<file path="src/cst_pkg.sv">
// Package for the clock source start-up sequencer: register map, fuse encodings,
// delay counts and shared types.
// Assumes a single 200 MHz core clock and an AXI4-Lite register master.
package cst_pkg;

    // Register byte offsets on the AXI4-Lite bus.
    localparam logic [7:0] ADDR_TRIM   = 8'h00; // Oscillator trim register.
    localparam logic [7:0] ADDR_CONFIG = 8'h04; // Fuse image and wake request.
    localparam logic [7:0] ADDR_STATUS = 8'h08; // Sequencer status.

    // Field positions inside the configuration register.
    localparam int CFG_SEL_LSB  = 0;  // Four source-select fuse bits.
    localparam int CFG_SUT_LSB  = 4;  // Two start-up time fuse bits.
    localparam int CFG_DIV8_BIT = 6;  // Divide-by-eight fuse.
    localparam int CFG_RDIS_BIT = 7;  // Reset-pin-disable fuse.
    localparam int CFG_WAKE_BIT = 8;  // Write one to request a wake-up.

    // Reset image of the fuses: internal RC, longest start-up, divide by eight,
    // reset pin left enabled (its disable fuse reads one, unprogrammed).
    localparam logic [7:0] FUSE_RESET = 8'hA2;

    // Source-select encodings.
    localparam logic [3:0] SEL_RC      = 4'h2;
    localparam logic [3:0] SEL_LF_FAST = 4'h6;
    localparam logic [3:0] SEL_LF_SLOW = 4'h7;

    // Start-up delay counts in selected-clock cycles.
    localparam logic [15:0] CK_6    = 16'h0006;
    localparam logic [15:0] CK_14   = 16'h000E;
    localparam logic [15:0] CK_258  = 16'h0102;
    localparam logic [15:0] CK_1K   = 16'h0400;
    localparam logic [15:0] CK_16K  = 16'h4000;
    localparam logic [15:0] CK_32K  = 16'h8000;

    // Watchdog oscillator counts for the long reset delays.
    localparam logic [16:0] WDT_NONE = 17'h00000;
    localparam logic [16:0] WDT_4K   = 17'h01000;
    localparam logic [16:0] WDT_64K  = 17'h10000;

    // Clock division.
    localparam logic [2:0] DIV8_LAST = 3'h7;

    // Source classes decoded from the fuses.
    typedef enum logic [1:0] {
        SRC_XTAL = 2'b00,
        SRC_LF   = 2'b01,
        SRC_RC   = 2'b10,
        SRC_NONE = 2'b11
    } cst_src_t;

    // Decoded start-up requirement.
    typedef struct packed {
        logic [15:0] clk_cycles;
        logic [16:0] wdt_cycles;
    } cst_delay_t;

endpackage : cst_pkg

</file>
<file path="src/cst_sequencer.sv">
// Clock source start-up sequencer with the oscillator trim register behind an
// AXI4-Lite slave.
// Assumes pulse inputs from the oscillator models are asynchronous and are
// synchronised here; one core clock CORE_CLK.
// The fuse image is a register here, loaded at reset and rewritten by software.
// Function
// - Upper select bits choose crystal frequency range.
// - Crystal wake delay from low bit and SUT.
// - Crystal reset delay cycles 14, +4.1ms, +65ms.
// - Select 0110/0111 picks low-frequency crystal.
// - Low-frequency reset delay follows SUT fuses.
// - Low-frequency wake delay 1K or 32K.
// - Select 0010 picks internal RC oscillator.
// - Reset loads calibration byte into trim.
// - RC wake 6 cycles; reset delay by SUT.
// - Reset-pin-disable stretches RC SUT00 to 4.1ms.
// - Watchdog oscillator times the reset delay.
// - Trim register 8-bit read-write, retunes RC.
// - Divide-by-eight fuse divides internal clock.
// - Fuse bit zero means programmed.
// - 4.1ms is 4096, 65ms 65536 watchdog cycles.
`timescale 1ns/10ps
`default_nettype none

module cst_sequencer #(
    parameter logic [7:0] CAL_BYTE = 8'h80 // Factory calibration value, arbitrary default.
) (
    // Clock and reset.
    input  wire  logic        CORE_CLK,
    input  wire  logic        RSTN,
    // Oscillator ticks from the selected source and the watchdog oscillator.
    input  wire  logic        SRC_TICK,
    input  wire  logic        WDT_TICK,
    // AXI4-Lite write address and data.
    input  wire  logic [7:0]  S_AXI_AWADDR,
    input  wire  logic        S_AXI_AWVALID,
    output var   logic        S_AXI_AWREADY,
    input  wire  logic [31:0] S_AXI_WDATA,
    input  wire  logic [3:0]  S_AXI_WSTRB,
    input  wire  logic        S_AXI_WVALID,
    output var   logic        S_AXI_WREADY,
    // AXI4-Lite write response.
    output var   logic [1:0]  S_AXI_BRESP,
    output var   logic        S_AXI_BVALID,
    input  wire  logic        S_AXI_BREADY,
    // AXI4-Lite read channels.
    input  wire  logic [7:0]  S_AXI_ARADDR,
    input  wire  logic        S_AXI_ARVALID,
    output var   logic        S_AXI_ARREADY,
    output var   logic [31:0] S_AXI_RDATA,
    output var   logic [1:0]  S_AXI_RRESP,
    output var   logic        S_AXI_RVALID,
    input  wire  logic        S_AXI_RREADY,
    // Results toward the core.
    output var   logic        CORE_RUN,
    output var   logic        CORE_CLK_EN,
    output var   logic [7:0]  OSC_TRIM,
    output var   logic [1:0]  OSC_RANGE,
    output var   logic [1:0]  CLK_SOURCE
);

    // Sequencer states.
    typedef enum logic [1:0] {
        ST_CLK  = 2'b00,
        ST_WDT  = 2'b01,
        ST_RUN  = 2'b10
    } cst_state_t;

    // Two-flop synchronisers and edge history for the oscillator ticks.
    // The edge history reads only the second stage, so a metastable first stage is never used.
    logic [1:0] src_sync;
    logic [1:0] wdt_sync;
    logic       src_last;
    logic       wdt_last;
    wire  logic src_edge = src_sync[1] & ~src_last;
    wire  logic wdt_edge = wdt_sync[1] & ~wdt_last;

    // Register contents.
    logic [7:0]  trim;     // Oscillator trim value.
    logic [7:0]  fuses;    // Fuse image, one means unprogrammed.
    cst_state_t  state;    // Sequencer state.
    logic [15:0] clk_cnt;  // Selected-clock cycle counter.
    logic [16:0] wdt_cnt;  // Watchdog cycle counter.
    logic [2:0]  div_cnt;  // Divide-by-eight counter.
    logic        from_reset; // Current start-up came from reset.

    // Fuse fields.
    wire logic [3:0] sel  = fuses[cst_pkg::CFG_SEL_LSB +: 4];
    wire logic [1:0] sut  = fuses[cst_pkg::CFG_SUT_LSB +: 2];
    wire logic       div8 = ~fuses[cst_pkg::CFG_DIV8_BIT];
    wire logic       rdis = ~fuses[cst_pkg::CFG_RDIS_BIT];

    // Classifies the source-select fuses.
    // Reserved select codes fall into the none class and use the RC timing without the reset-pin-disable stretch.
    function automatic cst_pkg::cst_src_t classify(input logic [3:0] s);
        if (s[3]) begin
            classify = cst_pkg::SRC_XTAL;
        end else if (s == cst_pkg::SEL_LF_FAST || s == cst_pkg::SEL_LF_SLOW) begin
            classify = cst_pkg::SRC_LF;
        end else if (s == cst_pkg::SEL_RC) begin
            classify = cst_pkg::SRC_RC;
        end else begin
            classify = cst_pkg::SRC_NONE;
        end
    endfunction : classify

    // Maps a three-way reset option to watchdog cycles.
    // The reserved setting takes the longest delay rather than none.
    function automatic logic [16:0] reset_wdt(input logic [1:0] opt);
        case (opt)
            2'b00:   reset_wdt = cst_pkg::WDT_NONE;
            2'b01:   reset_wdt = cst_pkg::WDT_4K;
            default: reset_wdt = cst_pkg::WDT_64K;
        endcase
    endfunction : reset_wdt

    // Computes the start-up requirement for the current fuses.
    function automatic cst_pkg::cst_delay_t decode(input logic [3:0] s, input logic [1:0] u,
                                                    input logic rd, input logic rst);
        cst_pkg::cst_delay_t d;
        logic [2:0] combo;
        d = '0;
        combo = {s[0], u};
        case (classify(s))
            cst_pkg::SRC_XTAL: begin
                if (!s[0] && !u[1]) begin
                    d.clk_cycles = cst_pkg::CK_258;
                end else if (!s[0] || u == 2'b00) begin
                    d.clk_cycles = cst_pkg::CK_1K;
                end else begin
                    d.clk_cycles = cst_pkg::CK_16K;
                end
                // Combination 0/00 starts at 4.1 ms; the cycle repeats every three.
                case (combo)
                    3'd0, 3'd3, 3'd6: d.wdt_cycles = cst_pkg::WDT_4K;
                    3'd1, 3'd4, 3'd7: d.wdt_cycles = cst_pkg::WDT_64K;
                    default:          d.wdt_cycles = cst_pkg::WDT_NONE;
                endcase
            end
            cst_pkg::SRC_LF: begin
                d.clk_cycles = s[0] ? cst_pkg::CK_32K : cst_pkg::CK_1K;
                d.wdt_cycles = reset_wdt(u);
            end
            cst_pkg::SRC_RC: begin
                d.clk_cycles = cst_pkg::CK_6;
                d.wdt_cycles = (rd && u == 2'b00) ? cst_pkg::WDT_4K : reset_wdt(u);
            end
            default: begin
                d.clk_cycles = cst_pkg::CK_6;
                d.wdt_cycles = reset_wdt(u);
            end
        endcase
        // From reset the source delay is the fixed 14 cycles plus the watchdog part.
        if (rst) begin
            d.clk_cycles = cst_pkg::CK_14;
        end else begin
            d.wdt_cycles = cst_pkg::WDT_NONE;
        end
        decode = d;
    endfunction : decode

    // The requirement follows the fuse image live, so a fuse write during start-up
    // retargets the running count; software normally changes fuses only while running.
    wire cst_pkg::cst_delay_t need = decode(sel, sut, rdis, from_reset);

    // AXI handshake bookkeeping. A write needs address and data together and no pending
    // response, so one write and one read at most are ever in flight.
    wire logic wr_go = S_AXI_AWVALID & S_AXI_WVALID & ~S_AXI_BVALID;
    wire logic rd_go = S_AXI_ARVALID & ~S_AXI_RVALID;
    wire logic wr_trim = wr_go & (S_AXI_AWADDR == cst_pkg::ADDR_TRIM) & S_AXI_WSTRB[0];
    wire logic wr_cfg  = wr_go & (S_AXI_AWADDR == cst_pkg::ADDR_CONFIG);
    wire logic wr_ok   = (S_AXI_AWADDR == cst_pkg::ADDR_TRIM) | (S_AXI_AWADDR == cst_pkg::ADDR_CONFIG);
    wire logic wake    = wr_cfg & S_AXI_WSTRB[1] & S_AXI_WDATA[cst_pkg::CFG_WAKE_BIT];
    wire logic [31:0] rd_val =
        (S_AXI_ARADDR == cst_pkg::ADDR_TRIM)   ? {24'h000000, trim} :
        (S_AXI_ARADDR == cst_pkg::ADDR_CONFIG) ? {24'h000000, fuses} :
        {28'h0000000, state == ST_RUN, from_reset, classify(sel)};
    wire logic rd_ok = (S_AXI_ARADDR == cst_pkg::ADDR_TRIM) | (S_AXI_ARADDR == cst_pkg::ADDR_CONFIG) |
                       (S_AXI_ARADDR == cst_pkg::ADDR_STATUS);

    // Synchronises the asynchronous oscillator ticks.
    always_ff @(posedge CORE_CLK) begin
        src_sync <= {src_sync[0], SRC_TICK};
        wdt_sync <= {wdt_sync[0], WDT_TICK};
        src_last <= src_sync[1];
        wdt_last <= wdt_sync[1];
    end

    // AXI slave: single-cycle accept, response held until taken.
    // The ready pulse lasts one cycle; the response valid rises on the cycle after it,
    // once the handshake has completed, and stays until the master takes it.
    always_ff @(posedge CORE_CLK) begin
        if (!RSTN) begin
            S_AXI_AWREADY <= 1'b0;
            S_AXI_WREADY  <= 1'b0;
            S_AXI_BVALID  <= 1'b0;
            S_AXI_BRESP   <= 2'b00;
            S_AXI_ARREADY <= 1'b0;
            S_AXI_RVALID  <= 1'b0;
            S_AXI_RDATA   <= 32'h00000000;
            S_AXI_RRESP   <= 2'b00;
        end else begin
            S_AXI_AWREADY <= wr_go & ~S_AXI_AWREADY;
            S_AXI_WREADY  <= wr_go & ~S_AXI_AWREADY;
            // The response code is captured with the address; its valid follows the handshake.
            if (wr_go && !S_AXI_AWREADY) begin
                S_AXI_BRESP  <= wr_ok ? 2'b00 : 2'b10; // Unmapped writes get SLVERR.
            end
            if (S_AXI_AWREADY) begin
                S_AXI_BVALID <= 1'b1;
            end else if (S_AXI_BREADY) begin
                S_AXI_BVALID <= 1'b0;
            end
            S_AXI_ARREADY <= rd_go & ~S_AXI_ARREADY;
            // Read data is captured with the address; its valid follows the handshake.
            if (rd_go && !S_AXI_ARREADY) begin
                S_AXI_RDATA  <= rd_ok ? rd_val : 32'h00000000;
                S_AXI_RRESP  <= rd_ok ? 2'b00 : 2'b10;
            end
            if (S_AXI_ARREADY) begin
                S_AXI_RVALID <= 1'b1;
            end else if (S_AXI_RREADY) begin
                S_AXI_RVALID <= 1'b0;
            end
        end
    end

    // Trim and fuse image registers.
    // The trim value reaches the oscillator one cycle later through OSC_TRIM.
    always_ff @(posedge CORE_CLK) begin
        if (!RSTN) begin
            trim  <= CAL_BYTE;
            fuses <= cst_pkg::FUSE_RESET;
        end else begin
            if (wr_trim && !S_AXI_AWREADY) begin
                trim <= S_AXI_WDATA[7:0];
            end
            if (wr_cfg && !S_AXI_AWREADY && S_AXI_WSTRB[0]) begin
                fuses <= S_AXI_WDATA[7:0];
            end
        end
    end

    // Start-up sequencer: source cycles first, then watchdog cycles.
    // A wake request from software restarts the count without the watchdog part.
    always_ff @(posedge CORE_CLK) begin
        if (!RSTN) begin
            state      <= ST_CLK;
            clk_cnt    <= 16'h0000;
            wdt_cnt    <= 17'h00000;
            from_reset <= 1'b1;
        end else begin
            case (state)
                ST_CLK: begin
                    if (clk_cnt >= need.clk_cycles) begin
                        state   <= (need.wdt_cycles == cst_pkg::WDT_NONE) ? ST_RUN : ST_WDT;
                        wdt_cnt <= 17'h00000;
                    end else if (src_edge) begin
                        clk_cnt <= clk_cnt + 16'h0001;
                    end
                end
                ST_WDT: begin
                    if (wdt_cnt >= need.wdt_cycles) begin
                        state <= ST_RUN;
                    end else if (wdt_edge) begin
                        wdt_cnt <= wdt_cnt + 17'h00001;
                    end
                end
                ST_RUN: begin
                    if (wake && !S_AXI_AWREADY) begin
                        state      <= ST_CLK;
                        clk_cnt    <= 16'h0000;
                        from_reset <= 1'b0;
                    end
                end
                default: state <= ST_CLK;
            endcase
        end
    end

    // Outputs toward the core, with the divide-by-eight clock enable.
    // The divider runs freely; the enable is one pulse in eight when the fuse is programmed.
    always_ff @(posedge CORE_CLK) begin
        if (!RSTN) begin
            div_cnt     <= 3'h0;
            CORE_RUN    <= 1'b0;
            CORE_CLK_EN <= 1'b0;
            OSC_TRIM    <= CAL_BYTE;
            OSC_RANGE   <= 2'b00;
            CLK_SOURCE  <= cst_pkg::SRC_RC;
        end else begin
            div_cnt     <= div_cnt + 3'h1;
            CORE_RUN    <= (state == ST_RUN);
            CORE_CLK_EN <= (state == ST_RUN) & (~div8 | (div_cnt == cst_pkg::DIV8_LAST));
            OSC_TRIM    <= trim;
            OSC_RANGE   <= sel[2:1];
            CLK_SOURCE  <= classify(sel);
        end
    end

endmodule : cst_sequencer

`default_nettype wire

</file>
<file path="config.mk">
export PLATFORM = sky130hd
export DESIGN_NAME = cst_sequencer
export DESIGN_NICKNAME = d
export VERILOG_FILES = /design/src/cst_pkg.sv /design/src/cst_sequencer.sv
export SDC_FILE = /design/constraint.sdc
export NUM_CORES = 1
export LEC_CHECK = 0
export ABC_CLOCK_PERIOD_IN_PS = 4200
export BUFFER_PORTS_ARGS = -buffer_cell sky130_fd_sc_hd__buf_2
export CAP_MARGIN = 20
export CORE_UTILIZATION = 48
export CTS_CLUSTER_SIZE = 30
export DETAILED_ROUTE_END_ITERATION = 8
export PLACE_DENSITY = 0.84
export SYNTH_ARGS = -nofsm -noshare
export SYNTH_HDL_FRONTEND = slang
export SYNTH_SLANG_ARGS = --single-unit
</file>
<file path="constraint.sdc">
create_clock -name CORE_CLK -period 4.2 [get_ports CORE_CLK]
set_input_delay 0.21 -clock CORE_CLK [delete_from_list [all_inputs] [get_ports CORE_CLK]]
set_output_delay 0.21 -clock CORE_CLK [all_outputs]
set_load 0.05 [all_outputs]
</file>
==> qor.txt <==
Cell Area, Synth -> 4410 µm²
Seq pwr share -> 0.507
IO Count -> 116
Post-Synth XOR/XNOR Area -> 0.00397
layout cells sized above 1 -> 0.153
multiplexer share of the synthesized area -> 0.0250
Synth Area in Adders -> 0.0397
Syn Inst Count -> 534
Tmin final -> 3750 ps
largest family of logic cells by synthesized area -> simple AND/OR/NAND/NOR gates
Final Hold Slack -> 77.6 ps
RSZ-0062 raised after global routing -> false
DP Area -> 4660 µm²
type of origin of the critical path -> register
most frequent cells after synthesis -> 89 x dfxtp_1, 75 x nand2_1, 44 x nor2_1
Internal -> 1240 µW
Setup violations, final -> 0
Worst Path Required -> 4480 ps
pin slew with the least headroom to its limit -> 815 ps
CTS tree -> yes
root buf cell -> clkbuf_8
DR vias -> 3917
PortBufs -> 64
Post-DP HPWL -> 7000 µm
CP Capture Type -> register
distinct cell type count after synthesis -> 55
largest net degree at the start of global routing -> 46
Antenna diodes -> 0
Simple-Gate Fraction of Synth Area -> 0.238
Worst Skew -> 8.80 ps
fmax -> 267 MHz
Net Sw Frac -> 0.273
EDFF count, synth -> 0
DRT antenna net count -> 0
vias in the first global route -> 3664
largest cells by area after synthesis -> dfxtp_1 40%, nand2_1 6.4%, buf_4 4.6%
final hold violations -> 0
ys async rst share -> 0
htree depth -> 3
power density over the cells -> 349 nW/µm²
Final GP Congestion -> 0.804
Slew HR -> 0.454
post-synth top area share -> 0.404
max-cap check violation count -> 0
failing checks -> design-rule violations
Layout area overhead -> 11.2%
sequential fraction of the synthesis area -> 0.404
routed wire length per instance -> 14.1 µm
Switching Power -> 466 µW
final net count -> 658
Num CTS Buffers -> 9
cts repair resizes -> 0
CORE AREA -> 8810 µm²
gr ovfl total -> 0
complex-gate fraction of the synthesized area -> 0.195
clk sinks -> 89
synthesized area per cell -> 8.25 µm²
Initial Util -> 0.501
Yosys warnings -> 0
Post-CTS Setup Repair Bufs -> 0
WS Path Type -> reg2reg
die area -> 9570 µm²
clock buffer depth -> 2
Die H -> 97.8 µm
Hold Path Class -> in2reg
GRT Util Overall -> 0.210
register clock-pin slew on the reported worst setup and hold paths -> 90 ps
row count -> 34
fin. max-slew vios -> 0
initial antenna violation count -> 0
Die X -> 97.8 µm
routed wire length -> 9820 µm
worst-path fanout max -> 19
Yosys top cell by area -> dfxtp_1
Peak VDD IR -> 0.000249 V
Critical Path AT -> 4030 ps
fin area -> 4900 µm²
status -> complete, but fails checks
global-route wire length before repair -> 16600 µm
Power Total -> 1710 µW
flops & latches, synth -> 89
TritonRoute pass-1 iters -> 7
most instantiated library cell after synthesis -> dfxtp_1
Lkg Pwr -> 0.00215 µW
Fin Setup TNS -> 0 ps
Clock Power Share -> 0.385
Clock Latency Late Sink -> 350 ps
combinational share of power -> 0.108
Synth Flop Type -> dfxtp_1
# DRC -> 10
Hold Buf Count CTS -> 2
fin crit share -> 0.893
initial DRC count -> 220
via/cell ratio -> 5.63
[cells in the final DEF (no fill, tap or decap), types with 18 or more instances in the layout]
cell type | Yosys | layout
nand2_1 | 75 | 75
nor2_1 | 44 | 44
inv_1 | 22 | 22
dfxtp_1 | 89 | 89
a21oi_1 | 38 | 38
buf_2 | 3 | 64
nand3_1 | 18 | 18
o21ai_0 | 21 | 21
conb_1 | 1 | 26
[power by group through the flow]
stage | Sequential, µW | Combinational (µW) | Clock (µW)
3_5_place_dp | 887 | 182 | 0
3_3_place_gp | 886 | 177 | 0
5_1_grt | 870 | 200 | 706
4_1_cts | 867 | 183 | 670
6_report | 867 | 184 | 658
2_1_floorplan | 900 | 150 | 0
[critical path, stage by stage, from the launching register on]
cell and delay (ps):
dfxtp_1 450, nor2b_1 250, a211oi_1 130, a2111oi_0 410, a31oi_1 80, nor2_1 160, ha_1 160, or4b_1 460
a211oi_2 280, o2111ai_1 160, and4_1 430, or4_1 560, a21oi_1 140
[sequential cells by signal, indices dropped and copies added (netlist names), 2 cells and up]
| register | flops |
|---|---|
| wdt_cnt | 17 |
| clk_cnt | 16 |
| OSC_TRIM | 8 |
| S_AXI_RDATA | 8 |
| fuses | 8 |
| trim | 8 |
| div_cnt | 3 |
| CLK_SOURCE | 2 |
| OSC_RANGE | 2 |
| src_sync | 2 |
| state | 2 |
| wdt_sync | 2 |
[per-stage QoR]
step           std cells  utilization  setup slack [ps]
2_1_floorplan        559            -              1020
3_3_place_gp         678        0.529               650
3_5_place_dp         678        0.529               453
4_1_cts              696        0.557               449
5_1_grt              696        0.557              83.4
6_report             696        0.557               450
[cell families after synthesis]
logic type                 count (synthesis)
and+or+nand+nor                          214
AOI/OAI and AO/OA                        124
DFF                                       89
buffers and inverters                     79
adders and majority gates                 14
muxes                                     11
xor gates and xnor gates                   2
other                                      1
[path summary, 6_finish.rpt]
path	cells after the start	start	to	slack, ps
setup / recovery	12	fuses[1]	wdt_cnt[15]	450
hold reg to reg	0	wdt_sync[0]	wdt_sync[1]	330
hold / removal	3	S_AXI_WDATA[5]	fuses[5]	80
setup reg to reg	12	fuses[1]	wdt_cnt[15]	450
[routing by layer]
layer  global-route usage  vias to the layer above  share of wire
met1                0.265                     1824           0.45
met2                0.356                      116           0.48
met4               0.0944                        0          0.023
met3               0.0279                       22          0.046
met5                    0                        -              0
li1                     -                     1955              -
[cell type report]
| cell class | instances | area [µm²] |
|---|---|---|
| sequential | 89 | 1780 |
| clock buffer | 9 | 124 |
| inverter | 23 | 86.3 |
| multi-input combinational | 391 | 2310 |
| timing repair buffer | 69 | 363 |
| fill | 767 | 3900 |
| tap | 108 | 135 |
| clock inverter | 7 | 101 |
Note: power is estimated with default switching activity, not from simulation.
